**src/common/bridge_pm_pkg.sv**
```systemverilog
// Summary of operation
// [RL1] bit 20 selects vga i/o decode: 0 ten-bit, 1 sixteen-bit; resets zero
// [RL2] legacy timeout, abort, back-to-back, discard and clock bits read zero
// [RL3] bit 22 secondary bus reset triggers hot reset while set; resets zero
// [RL4] downstream port: the bit asserts that port's reset output
// [RL5] upstream port: the bit asserts every downstream reset output together
// [RL6] capability id bits 7:0 read 01h
// [RL7] next pointer reads 5Ch upstream, 4Ch downstream
// [RL8] revision bits 18:16 read 011b
// [RL9] device specific initialization bit 21 defaults zero
// [RL10] aux current bits 24:22 default 111b for 375 mA
// [RL11] bits 25 and 26 default one for d1 and d2 support
// [RL12] event support bits 31:27 default 11111b
// [RL13] management port or eeprom load may override the loadable defaults
// [RL14] vga io match: low ten bits 3B0-3BB or 3C0-3DF, first 64KB
// [RL15] reserved bits read zero; writes to them are ignored
package bridge_pm_pkg;
    // ------------------------------------------------------------
    // register offsets
    // ------------------------------------------------------------
    localparam logic [7:0] bridge_ctrl_offset = 8'h3c;
    localparam logic [7:0] pm_cap_offset      = 8'h40;
    // ------------------------------------------------------------
    // field positions
    // ------------------------------------------------------------
    localparam int vga16_bit      = 20;
    localparam int sec_reset_bit  = 22;
    localparam int dsi_bit        = 21;
    localparam int aux_lo         = 22;
    localparam int d1_bit         = 25;
    localparam int d2_bit         = 26;
    localparam int event_lo       = 27;
    // ------------------------------------------------------------
    // fixed and reset values
    // ------------------------------------------------------------
    localparam logic [7:0] cap_id_value    = 8'h01;
    localparam logic [7:0] next_ptr_up     = 8'h5c;
    localparam logic [7:0] next_ptr_down   = 8'h4c;
    localparam logic [2:0] pm_revision     = 3'h3;
    localparam logic       dsi_reset       = 1'b0;
    localparam logic [2:0] aux_reset       = 3'h7;
    localparam logic       d1_reset        = 1'b1;
    localparam logic       d2_reset        = 1'b1;
    localparam logic [4:0] event_reset     = 5'h1f;
    localparam logic       vga16_reset     = 1'b0;
    localparam logic       sec_reset_reset = 1'b0;
    // vga io windows on the low ten address bits
    localparam logic [9:0] vga_a_lo = 10'h3b0;
    localparam logic [9:0] vga_a_hi = 10'h3bb;
    localparam logic [9:0] vga_b_lo = 10'h3c0;
    localparam logic [9:0] vga_b_hi = 10'h3df;
endpackage

```
**src/rtl/bridge_ctrl_pm_capability.sv**
```systemverilog
`timescale 1ns/1ps
`default_nettype none
module bridge_ctrl_pm_capability #(
    parameter int  n_down      = 2,
    parameter bit  is_upstream = 1'b1
) (
    input  wire logic        ref_clk,
    input  wire logic        resetn,
    input  wire logic [7:0]  reg_addr,
    input  wire logic [31:0] reg_wdata,
    input  wire logic        reg_wr,
    input  wire logic        reg_rd,
    output var  logic [31:0] reg_rdata,
    input  wire logic        dflt_load,
    input  wire logic [10:0] dflt_value,
    input  wire logic [31:0] io_addr,
    output var  logic        vga_io_hit,
    output var  logic        hot_reset,
    output var  logic [n_down-1:0] port_reset_n
);
    // ------------------------------------------------------------
    // elaboration check
    // ------------------------------------------------------------
    if (n_down < 1 || n_down > 8) begin : g_bad
        $error("n_down out of range");
    end
    // a downstream port drives exactly one reset output of its own
    if (!is_upstream && n_down != 1) begin : g_bad_down
        $error("downstream port needs n_down of 1");
    end

    // ------------------------------------------------------------
    // state
    // ------------------------------------------------------------
    logic        vga16_reg, vga16_next;
    logic        sbr_reg, sbr_next;
    logic [10:0] dflt_reg, dflt_next;   // dsi, aux[2:0], d1, d2, event[4:0]
    logic [31:0] rdata_reg, rdata_next;
    logic        hit_reg, hit_next;
    logic        hot_reg, hot_next;
    logic [n_down-1:0] prst_reg, prst_next;
    logic [31:0] bc_word, pm_word;
    logic [9:0]  lo10;

    // assemble readable words; unlisted bits stay zero
    always_comb begin
        bc_word = 32'h0;                                  // RL2 RL15
        bc_word[bridge_pm_pkg::vga16_bit]     = vga16_reg; // RL1
        bc_word[bridge_pm_pkg::sec_reset_bit] = sbr_reg;   // RL3
        pm_word = 32'h0;                                  // RL2 RL15
        pm_word[7:0]   = bridge_pm_pkg::cap_id_value;      // RL6
        pm_word[15:8]  = is_upstream ? bridge_pm_pkg::next_ptr_up
                                     : bridge_pm_pkg::next_ptr_down; // RL7
        pm_word[18:16] = bridge_pm_pkg::pm_revision;       // RL8
        pm_word[bridge_pm_pkg::dsi_bit]     = dflt_reg[10];  // RL9
        pm_word[bridge_pm_pkg::aux_lo+:3]   = dflt_reg[9:7]; // RL10
        pm_word[bridge_pm_pkg::d1_bit]      = dflt_reg[6];   // RL11
        pm_word[bridge_pm_pkg::d2_bit]      = dflt_reg[5];   // RL11
        pm_word[bridge_pm_pkg::event_lo+:5] = dflt_reg[4:0]; // RL12
    end

    // next-state for registers, vga decode and resets
    always_comb begin
        vga16_next = vga16_reg;
        sbr_next   = sbr_reg;
        dflt_next  = dflt_reg;
        rdata_next = 32'h0;
        if (reg_wr && reg_addr == bridge_pm_pkg::bridge_ctrl_offset) begin
            vga16_next = reg_wdata[bridge_pm_pkg::vga16_bit];     // RL1
            sbr_next   = reg_wdata[bridge_pm_pkg::sec_reset_bit]; // RL3 RL15
        end
        // defaults may be reloaded by the management side only
        if (dflt_load) begin
            dflt_next = dflt_value; // RL13
        end
        if (reg_rd) begin
            case (reg_addr)
                bridge_pm_pkg::bridge_ctrl_offset: rdata_next = bc_word;
                bridge_pm_pkg::pm_cap_offset:      rdata_next = pm_word;
                default:                           rdata_next = 32'h0;
            endcase
        end
        lo10 = io_addr[9:0];
        // sixteen-bit mode also demands zero upper bits within 64KB
        hit_next = (io_addr[31:16] == 16'h0) &&                    // RL14
                   (!vga16_reg || io_addr[15:10] == 6'h0) &&        // RL1
                   ((lo10 >= bridge_pm_pkg::vga_a_lo && lo10 <= bridge_pm_pkg::vga_a_hi) ||
                    (lo10 >= bridge_pm_pkg::vga_b_lo && lo10 <= bridge_pm_pkg::vga_b_hi));
        hot_next = sbr_reg; // RL3
        // upstream reset fans out to all ports at once
        prst_next = sbr_reg ? {n_down{1'b0}} : {n_down{1'b1}}; // RL4 RL5
    end

    always_ff @(posedge ref_clk) begin
        if (!resetn) begin
            vga16_reg <= bridge_pm_pkg::vga16_reset;
            sbr_reg   <= bridge_pm_pkg::sec_reset_reset;
            dflt_reg  <= {bridge_pm_pkg::dsi_reset, bridge_pm_pkg::aux_reset,
                          bridge_pm_pkg::d1_reset, bridge_pm_pkg::d2_reset,
                          bridge_pm_pkg::event_reset};
            rdata_reg <= 32'h0;
            hit_reg   <= 1'b0;
            hot_reg   <= 1'b0;
            prst_reg  <= {n_down{1'b1}};
        end else begin
            vga16_reg <= vga16_next;
            sbr_reg   <= sbr_next;
            dflt_reg  <= dflt_next;
            rdata_reg <= rdata_next;
            hit_reg   <= hit_next;
            hot_reg   <= hot_next;
            prst_reg  <= prst_next;
        end
    end

    // ------------------------------------------------------------
    // assertions: reset values
    // ------------------------------------------------------------
    // no disable here: these watch the cycle right after reset itself
    a_reset_ctrl_bits: assert property ( // RL1 RL3
        @(posedge ref_clk)
        !resetn
        |=> !vga16_reg && !sbr_reg && !hot_reset && port_reset_n == {n_down{1'b1}})
        else $error("bridge control bits not cleared by reset");

    // loadable capability fields come back to their defaults on reset
    a_reset_pm_defaults: assert property ( // RL9 RL10 RL11 RL12
        @(posedge ref_clk)
        !resetn
        |=> dflt_reg == {bridge_pm_pkg::dsi_reset, bridge_pm_pkg::aux_reset,
                         bridge_pm_pkg::d1_reset, bridge_pm_pkg::d2_reset,
                         bridge_pm_pkg::event_reset})
        else $error("capability defaults not restored by reset");

    // ------------------------------------------------------------
    // assertions: capability header
    // ------------------------------------------------------------
    // the id never moves, whatever the loader has written
    a_pm_cap_id: assert property ( // RL6
        @(posedge ref_clk) disable iff (!resetn)
        reg_rd && reg_addr == bridge_pm_pkg::pm_cap_offset
        |=> reg_rdata[7:0] == bridge_pm_pkg::cap_id_value)
        else $error("capability id read back wrong");

    // the chain pointer depends on which side of the switch this port sits
    a_next_pointer: assert property ( // RL7
        @(posedge ref_clk) disable iff (!resetn)
        reg_rd && reg_addr == bridge_pm_pkg::pm_cap_offset
        |=> reg_rdata[15:8] == (is_upstream ? bridge_pm_pkg::next_ptr_up : bridge_pm_pkg::next_ptr_down))
        else $error("next capability pointer read back wrong");

    // revision is fixed and not loadable
    a_pm_revision: assert property ( // RL8
        @(posedge ref_clk) disable iff (!resetn)
        reg_rd && reg_addr == bridge_pm_pkg::pm_cap_offset
        |=> reg_rdata[18:16] == bridge_pm_pkg::pm_revision)
        else $error("capability revision read back wrong");

    // clock-requirement bit and the reserved bit above it read zero
    a_pm_reserved_zero: assert property ( // RL2 RL15
        @(posedge ref_clk) disable iff (!resetn)
        reg_rd && reg_addr == bridge_pm_pkg::pm_cap_offset
        |=> reg_rdata[20:19] == 2'h0)
        else $error("capability hardwired bits not zero");

    // event support field shows exactly what the loader or reset last left
    a_pm_event_field: assert property ( // RL12 RL13
        @(posedge ref_clk) disable iff (!resetn)
        reg_rd && reg_addr == bridge_pm_pkg::pm_cap_offset
        |=> reg_rdata[bridge_pm_pkg::event_lo+:5] == $past(dflt_reg[4:0]))
        else $error("event support field read back wrong");

    // aux current field shows the loaded or default value
    a_pm_aux_field: assert property ( // RL10 RL13
        @(posedge ref_clk) disable iff (!resetn)
        reg_rd && reg_addr == bridge_pm_pkg::pm_cap_offset
        |=> reg_rdata[bridge_pm_pkg::aux_lo+:3] == $past(dflt_reg[9:7]))
        else $error("aux current field read back wrong");

    // single-bit loadable fields: initialization, d1 and d2 support
    a_pm_single_bits: assert property ( // RL9 RL11 RL13
        @(posedge ref_clk) disable iff (!resetn)
        reg_rd && reg_addr == bridge_pm_pkg::pm_cap_offset
        |=> reg_rdata[bridge_pm_pkg::dsi_bit] == $past(dflt_reg[10]) &&
            reg_rdata[bridge_pm_pkg::d1_bit] == $past(dflt_reg[6]) &&
            reg_rdata[bridge_pm_pkg::d2_bit] == $past(dflt_reg[5]))
        else $error("loadable capability bit read back wrong");

    // a load takes effect on the very next cycle
    a_dflt_load: assert property ( // RL13
        @(posedge ref_clk) disable iff (!resetn)
        dflt_load
        |=> dflt_reg == $past(dflt_value))
        else $error("default load did not land");

    // software writes to the read-only header must not disturb it
    a_pm_write_ignored: assert property ( // RL13 RL15
        @(posedge ref_clk) disable iff (!resetn)
        !dflt_load
        |=> $stable(dflt_reg))
        else $error("capability defaults changed without a load");

    // ------------------------------------------------------------
    // assertions: bridge control
    // ------------------------------------------------------------
    // legacy and reserved bits of the upper half always read zero
    a_bc_hardwired_zero: assert property ( // RL2 RL15
        @(posedge ref_clk) disable iff (!resetn)
        reg_rd && reg_addr == bridge_pm_pkg::bridge_ctrl_offset
        |=> reg_rdata[31:23] == 9'h0 && !reg_rdata[21])
        else $error("bridge control hardwired bits not zero");

    // the two writable bits read back as held
    a_bc_readback: assert property ( // RL1 RL3
        @(posedge ref_clk) disable iff (!resetn)
        reg_rd && reg_addr == bridge_pm_pkg::bridge_ctrl_offset
        |=> reg_rdata[bridge_pm_pkg::vga16_bit] == $past(vga16_reg) &&
            reg_rdata[bridge_pm_pkg::sec_reset_bit] == $past(sbr_reg))
        else $error("bridge control writable bits read back wrong");

    // decode width select takes the written bit
    a_vga16_write: assert property ( // RL1
        @(posedge ref_clk) disable iff (!resetn)
        reg_wr && reg_addr == bridge_pm_pkg::bridge_ctrl_offset
        |=> vga16_reg == $past(reg_wdata[bridge_pm_pkg::vga16_bit]))
        else $error("vga decode select write lost");

    // secondary reset bit takes the written bit
    a_sbr_write: assert property ( // RL3
        @(posedge ref_clk) disable iff (!resetn)
        reg_wr && reg_addr == bridge_pm_pkg::bridge_ctrl_offset
        |=> sbr_reg == $past(reg_wdata[bridge_pm_pkg::sec_reset_bit]))
        else $error("secondary reset write lost");

    // hot reset stands exactly while the bit is set, one cycle behind it
    a_hot_follow: assert property ( // RL3
        @(posedge ref_clk) disable iff (!resetn)
        hot_reset == $past(sbr_reg))
        else $error("hot reset does not follow secondary reset bit");

    // every reset output moves together with the hot reset
    a_port_reset_fan: assert property ( // RL4 RL5
        @(posedge ref_clk) disable iff (!resetn)
        port_reset_n == {n_down{~hot_reset}})
        else $error("port reset outputs disagree with hot reset");

    // each reset output is checked on its own, so a stuck lane shows up
    for (genvar p = 0; p < n_down; p++) begin : g_port_chk
        a_port_rst_each: assert property ( // RL4 RL5
            @(posedge ref_clk) disable iff (!resetn)
            port_reset_n[p] == !$past(sbr_reg))
            else $error("one port reset output disagrees with secondary reset");
    end

    // read data are zero outside the cycle after a read strobe
    a_rdata_idle: assert property (
        @(posedge ref_clk) disable iff (!resetn)
        !reg_rd
        |=> reg_rdata == 32'h0)
        else $error("read data not zero after idle cycle");

    // ------------------------------------------------------------
    // assertions: vga decode
    // ------------------------------------------------------------
    // nothing above the first 64KB of io space ever matches
    a_vga_upper_miss: assert property ( // RL14
        @(posedge ref_clk) disable iff (!resetn)
        io_addr[31:16] != 16'h0
        |=> !vga_io_hit)
        else $error("vga hit above first 64KB");

    // low ten bits outside both windows never match
    a_vga_window_miss: assert property ( // RL14
        @(posedge ref_clk) disable iff (!resetn)
        io_addr[9:0] < bridge_pm_pkg::vga_a_lo || io_addr[9:0] > bridge_pm_pkg::vga_b_hi ||
        (io_addr[9:0] > bridge_pm_pkg::vga_a_hi && io_addr[9:0] < bridge_pm_pkg::vga_b_lo)
        |=> !vga_io_hit)
        else $error("vga hit outside the io windows");

    // sixteen-bit decode refuses the aliases that ten-bit decode accepts
    a_vga16_alias: assert property ( // RL1
        @(posedge ref_clk) disable iff (!resetn)
        vga16_reg && io_addr[15:10] != 6'h0
        |=> !vga_io_hit)
        else $error("vga alias hit in sixteen-bit mode");

    // ------------------------------------------------------------
    // cover properties for the main scenarios
    // ------------------------------------------------------------
    // reset outputs asserted from the secondary reset bit
    c_port_reset: cover property (
        @(posedge ref_clk) disable iff (!resetn)
        sbr_reg ##1 (hot_reset && port_reset_n == {n_down{1'b0}}));

    // sixteen-bit decode still finds a vga address
    c_vga16_hit: cover property (
        @(posedge ref_clk) disable iff (!resetn)
        vga16_reg && vga_io_hit);

    // loader overrides the defaults, then software reads them
    c_load_then_read: cover property (
        @(posedge ref_clk) disable iff (!resetn)
        dflt_load ##[1:20] (reg_rd && reg_addr == bridge_pm_pkg::pm_cap_offset));

    // reset bit cleared again after being set
    c_sbr_release: cover property (
        @(posedge ref_clk) disable iff (!resetn)
        $fell(sbr_reg));

    // outputs come straight from the registers above
    assign reg_rdata    = rdata_reg;
    assign vga_io_hit   = hit_reg;
    assign hot_reset    = hot_reg;
    assign port_reset_n = prst_reg;
endmodule
`default_nettype wire

```
**config.mk**
```make
export PLATFORM = sky130hd
export DESIGN_NAME = bridge_ctrl_pm_capability
export DESIGN_NICKNAME = d
export VERILOG_FILES = /design/src/common/bridge_pm_pkg.sv /design/src/rtl/bridge_ctrl_pm_capability.sv
export SDC_FILE = /design/constraint.sdc
export NUM_CORES = 1
export LEC_CHECK = 0
export ABC_AREA = 1
export BUFFER_PORTS_ARGS = -buffer_cell sky130_fd_sc_hd__buf_4
export CAP_MARGIN = 25
export CORE_ASPECT_RATIO = 1.1
export CORE_MARGIN = 2
export CORE_UTILIZATION = 32
export CTS_BUF_LIST = sky130_fd_sc_hd__clkbuf_16
export CTS_CLUSTER_DIAMETER = 40
export DETAILED_ROUTE_END_ITERATION = 7
export PLACE_DENSITY = 0.75
export RECOVER_POWER = 100
export SLEW_MARGIN = 10
export SYNTH_ARGS = -nofsm -noshare
export SYNTH_HDL_FRONTEND = slang
export SYNTH_SLANG_ARGS = --single-unit
```
**constraint.sdc**
```tcl
create_clock -name ref_clk -period 0.8 [get_ports ref_clk]
set_input_delay 0.16 -clock ref_clk [delete_from_list [all_inputs] [get_ports ref_clk]]
set_output_delay 0.16 -clock ref_clk [all_outputs]
set_load 0.01 [all_outputs]
```
== Word-level counts from Yosys, hierarchy flattened ==
Index checks and enable logic that the tools add are counted.
W data, S select, Z words.

* Register bits after elaboration: 49
* Bits of input ports: 88
* Output and inout port bits: 36
* Logic and storage cells: 26

* Order comparisons: 4
* Eq/ne operators: 2
* Multiplexer cells: 2
* Reduce and logical (&&, ||, !) cells: 11

{| class="wikitable"
|+ Operators with widths
! operator !! count
|-
| $pmux W32 S2 || 1
|-
| $ge A10 B10 Y1 const B || 2
|-
| $le A10 B10 Y1 const B || 2
|-
| $logic_not A16 Y1 || 1
|-
| $eq A8 B6 Y1 const B || 1
|-
| $eq A8 B7 Y1 const B || 1
|-
| $logic_not A6 Y1 || 1
|-
| $logic_and A1 B1 Y1 || 5
|-
| $logic_or A1 B1 Y1 || 2
|-
| $mux W2 || 1
|-
| $reduce_and A2 Y1 || 1
|-
| $logic_not A1 Y1 || 1
|}

== Depth between registers and ports, before layout ==
Gate-level depths: netlist (run 1).

* Depth after elaboration: 4
* Gate-level depth with buffers: 7
* Depth with buffers taken out: 7

== Worst setup path after synthesis (run 1) ==
Ideal clock, no wire load.

* Path type: input -> register
* Start point: input port resetn
* End point: register rdata_reg[23], in the netlist reg_rdata[23]
* Arrival time: 0.671 ns
* Required time: 0.688 ns
* Path slack: 0.017 ns
* Stages on the path: 6
* Buffers on the path: 2
* Cell sequence: buf_4 > nand2_1 > inv_2 > nand2_2 > buf_6 > nor2_2

* Longest elaborated chain between the ends: 1

{| class="wikitable"
|+ Ends and longest elaborated chain
! what !! line !! text
|-
| from (decl) || bridge_ctrl_pm_capability.sv:8 || <nowiki>input wire logic resetn,</nowiki>
|-
| $reduce_and A2 Y1 (no source line) || -- ||
|-
| to (signal assigned) || bridge_ctrl_pm_capability.sv:109 || <nowiki>rdata_reg <= rdata_next;</nowiki>
|-
| to (decl) || bridge_ctrl_pm_capability.sv:38 || <nowiki>logic [31:0] rdata_reg, rdata_next;</nowiki>
|}

No other way between the ends.
A chain may end at the register's enable or synchronous reset.

== Final worst setup path (run 1) ==
* Start point: register rdata_reg[17], in the netlist reg_rdata[17]
* End point: output port reg_rdata[17]

{| class="wikitable"
|+ RTL lines
! what !! line !! text
|-
| to (decl) || bridge_ctrl_pm_capability.sv:13 || <nowiki>output var logic [31:0] reg_rdata,</nowiki>
|}

No word-level cell between the ends.

==> impl_results.md, run 1 <==
- Register area share after synthesis: 44.8%
- WP data required: 0.64 ns
- CTS Sinks: 29
- Peak supply drop: approximately 0.81 mV
- Global-route wire length before repair: around 4.8 mm
- Final Hold Fails: 0
- F_max: around 1100 MHz
- Clock Skews: 0.00367 ns
- Antenna viol nets, final: 0
- Mapped Avg Cell Area: 7.40 sq um
- Setup violations, final: 23
- Synth top area cells: dfxtp_1, buf_4, inv_1, nand2_1, nor2_1
- Max-cap violation count: 0
- Layout Nets: between 300 and 400
- Yosys cell types: 17
- P_leak: between 0.001 and 0.0015 uW
- Share of layout cells above drive strength 1: between 40% and 50%
- Power per standard cell area: 1780 nW/um^2
- Slew Limit Fails: 0
- Yosys reg bits: 29
- Post-Route WL: around 2.9 mm
- Max FFs per register: 13
- Outcome: finished with violations
- Global-route usage over all layers: between 10% and 20%
- Iteration-0 DRC Markers: 62
- Violated checks: setup timing
- Min-Delay Path Class: in2reg
- Yosys top cell by area: dfxtp_1
- Vias in the first global route: 1138
- RSZ-0062 raised after global routing: yes
- Post-Route Setup TNS: -1.74 ns
- Diode count: 0
- Setup ws final: -0.131 ns
- Synth top area share: ~45%
- Starting Density: between 30% and 40%
- Row count: 24
- GP Congestion: about 0.76
- Post-synthesis to final-layout area growth: 59.3%
- Die Y: 70.7 microns
- CTS tree: done
- Synth Instances: roughly 180
- WHS: about 0.10 ns
- Top delay family on crit path: flip-flops
- Via/cell ratio: between 4 and 5
- Detailed Place HPWL: ~2.2 mm
- Post-detailed-route wirelength per cell: about 9.4 microns
- H-tree levels: 2
- Initial antenna violation count: 0
- Final worst path period share: 116%
- Crit-path max FO: 7
- Startpoint Class: register
- Initial DRT Pass Iterations: 4
- Max stage delay on crit path: about 0.36 ns
- Mapped cell area: between 1000 and 1500 sq um
- Via count: roughly 1.2k
- Total gr overflow: 0
- Slowest cell on crit path: dfxtp_4
- Most common cell after layout, fill and taps aside: buf_4
- Full die area: approximately 4600 sq um
- Most frequent cells in the layout: buf_4, inv_1, nand2_1, nor2_1, buf_6
- WP buf/inv: 1
- WS Path Type: reg2out
- Tot Pwr: around 3700 uW
- Arr. time, crit path: 0.77 ns
- Worst skew pair latency: 0.27 ns
- # port buffers: just under 80
- CP Cell Sequence: buf_4
- DR DRC count: 0
- Core ar.: between 3000 and 4000 sq um
- Ys Warns: 0
- Top-level port count: around 120
- Setup crit end kind: primary output
- DIE WIDTH: between 60 and 70 microns
- CTS Buf Count: 5
- Largest net degree at the start of global routing: 21
- Clk slew on worst S/H paths: around 0.050 ns
- Min Tclk post-route: around 0.93 ns
- Root buf cell: clkbuf_16
- Clock tree buffer depth: 2
-- area by class of cell --
type,instances,area [sq um]
clock buffer,5,125
timing repair buffer,81,664
multi-input combinational,103,473
tap,52,65.1
fill,359,1870
clock inverter,3,17.5
sequential,29,602
inverter,31,116
-- worst paths after layout --
| path | startpoint | endpoint | slack, ns | depth (start not counted) |
|---|---|---|---|---|
| worst max-delay path | reg_rdata[17]$_SDFF_PN0_ | reg_rdata[17] | -0.13 | 1 |
| worst min register to register | hot_next$_SDFFE_PN0P_ | port_reset_n[0]$_SDFF_PN1_ | 0.43 | 1 |
| worst max register to register | dflt_reg[6]$_SDFFE_PN1P_ | dflt_reg[6]$_SDFFE_PN1P_ | 0.17 | 2 |
| worst min-delay path | dflt_value[4] | dflt_reg[4]$_SDFFE_PN1P_ | 0.10 | 3 |
-- cells in the mapped netlist --
cell type	instances
dfxtp_1	29
inv_1	28
nand2_1	23
buf_4	21
nor2_1	20
a21oi_1	12
nor2_2	12
o21ai_0	10
nand3_1	9
inv_2	3
nand4_1	2
and2_0	1
buf_2	1
buf_6	1
clkbuf_1	1
conb_1	1
nand2_2	1
-- logic make-up after synthesis --
| group | after synthesis | synth area share [%] |
|---|---|---|
| buffers and inverters | 55 | 22.7 |
| AOI/OAI and AO/OA | 22 | 8.50 |
| DFF | 29 | 44.8 |
| other | 1 | 0.290 |
| and+or+nand+nor | 68 | 23.7 |
-- per-layer routing --
layer,GRT usage [%],vias up,share of wire (%)
met5,0,-,0
met4,8.98,0,1.9
met3,5.25,4,10
met2,24.8,68,52
met1,13.0,527,36
li1,-,645,-
-- where the power goes --
group	internal, uW	total [uW]	switching [uW]
Clock	1140	1770	634
Combinational	223	400	178
Sequential	1480	1490	11.9
Total	2840	3660	824
-- per-stage QoR --
stage               utilization [%]  setup WS (ns)  area, sq um  cells
floorplan                         -         0.0172         1340    187
global placement               46.7         -0.212         1840    296
detailed placement             46.7         -0.246         1840    296
CTS                            52.3         -0.141         2060    304
global route                   52.4         -0.149         2060    304
finish                         52.4         -0.131         2060    304
-- timing repair --
item	in CTS	in global routing
setup endpoints to repair	23	34
hold buffers	0	0
pin swaps	0	0
setup buffers	0	0
resized for setup	28	8
No activity file was read; power rests on OpenSTA's default activity.
==> inputs of run 2 (changes only) <==
- REMOVE_ABC_BUFFERS: not set -> 1
==> run 2 against run 1 <==
  * The flow still finishes with violations (setup timing)
  * Final cell count unchanged
  * Routed wire length down 3.0%
  * Clock-buffer cell count unchanged
  * Clock skew down 0.0032 ns
  * Critical path depth unchanged
  * Sequential power about the same
  * Core utilization down 0.29 points
  * Via count down 1.6%
  * Critical path type unchanged
  * Critical endpoint is now reg_rdata[14]
  * Largest cell class unchanged
==> impl_results.md, run 2 (same netlist as run 1, synthesis figures left out) <==
- Area occupied by multi-input gates: 470 sq um
- Diode count: 0
- Seq. cell area: around 600 sq um
- Setup violations, final: 23
- Crit-path max FO: 7
- Max stage delay on crit path: between 0.3 and 0.4 ns
- Arr. time, crit path: a little under 0.8 ns
- CTS Hold Bufs: 0
- Global-route usage over all layers: 12.6%
- WP data required: about 0.64 ns
- Root buf cell: clkbuf_16
- Share of layout cells above drive strength 1: around 45%
- Tot Pwr: about 3600 uW
- Initial DRT Pass Iterations: 4
- Clk slew on worst S/H paths: 0.04 ns
- Dpl cell area: around 1800 sq um
- Peak supply drop: around 0.84 mV
- Clock tree buffer depth: 2
- CTS tree: done
- Violated checks: setup timing
- Power per standard cell area: around 1700 nW/um^2
- Antenna viol nets, final: 0
- Detailed Place HPWL: approximately 2.2 mm
- # port buffers: about 80
- CTS Buf Count: 5
- Total gr overflow: 0
- Post-Route Setup TNS: -1.63 ns
- Min Tclk post-route: about 0.93 ns
- Initial antenna violation count: 0
- Post-CTS Resized: 27
- GP Congestion: about 0.7
- Final worst path period share: 116%
- Row count: 24
- Die Y: between 70 and 80 microns
- Iteration-0 DRC Markers: 57
- WHS: a little over 0.1 ns
- Most frequent cells in the layout: buf_4, inv_1, nand2_1, nor2_1, buf_6
- Final instance area: 2050 sq um
- CP Cell Sequence: buf_4
- Max-cap violation count: 0
- Post-synthesis to final-layout area growth: 58.5%
- Via/cell ratio: ~4
- DR DRC count: 0
- DIE WIDTH: approximately 65 microns
- Top delay family on crit path: flip-flops
- Post-CTS setup buffers: 0
- Setup ws final: -0.125 ns
- Worst skew pair latency: ~0.27 ns
- WS Path Type: reg2out
- Largest net degree at the start of global routing: 21
- Clock Skews: roughly 0.00044 ns
- CTS Sinks: 29
- Top-level port count: 124
- Outcome: finished with violations
- H-tree levels: 2
- Full die area: around 4600 sq um
- Pre-CTS setup slack: -0.232 ns
- Post-detailed-route wirelength per cell: 9.15 microns
- Via count: 1224
- Max FFs per register: 13
- Layout Nets: roughly 340
- Vias in the first global route: between 1k and 1.5k
- Slew Limit Fails: 0
- Setup crit end kind: primary output
- P_leak: around 0.0011 uW
- Fill cell count: approximately 380
- Startpoint Class: register
- Min-Delay Path Class: in2reg
- Final Hold Fails: 0
- Post-Route WL: 2.78 mm
- F_max: around 1100 MHz
- Starting Density: between 30% and 40%
- WP buf/inv: 1
- Core ar.: 3930 sq um
- Global-route wire length before repair: around 4.4 mm
- Slowest cell on crit path: dfxtp_4
- RSZ-0062 raised after global routing: yes
- Most common cell after layout, fill and taps aside: buf_4
[run 2: path summary, 6_finish.rpt]
check / cells after the start / start / slack, ns / to
setup / recovery: 1 / reg_rdata[17]$_SDFF_PN0_ / -0.13 / reg_rdata[14]
hold / removal: 3 / dflt_value[7] / 0.10 / dflt_reg[7]$_SDFFE_PN1P_
setup reg to reg: 2 / hot_next$_SDFFE_PN0P_ / 0.08 / reg_rdata[22]$_SDFF_PN0_
hold reg to reg: 1 / hot_next$_SDFFE_PN0P_ / 0.43 / port_reset_n[0]$_SDFF_PN1_
[run 2: cell type report]
type | count | area share (%)
Clock inverter | 3 | 0.549
Timing Repair Buffer | 81 | 32.3
Tap cell | 52 | 3.17
Inverter | 31 | 5.67
Clock buffer | 5 | 6.10
Sequential cell | 29 | 29.3
Multi-Input combinational cell | 103 | 22.9
[run 2: power breakdown]
group | switching, uW | internal, uW
sequential | 10.7 | 1490
clock | 552 | 1110
combinational | 173 | 223
total | 735 | 2820
[run 2: through the flow]
| step | std cells | util [%] |
|---|---|---|
| floorplan | 163 | - |
| global placement | 296 | 46.7 |
| detailed placement | 296 | 46.7 |
| CTS | 304 | 52.0 |
| global route | 304 | 52.2 |
| finish | 304 | 52.2 |
[run 2: per-layer routing]
layer | track usage (%) | vias up | share of wire [%]
li1 | - | 643 | -
met5 | 0 | - | 0
met1 | 11.8 | 523 | 35
met3 | 3.97 | 6 | 7.6
met2 | 24.0 | 52 | 55
met4 | 6.38 | 0 | 2.3
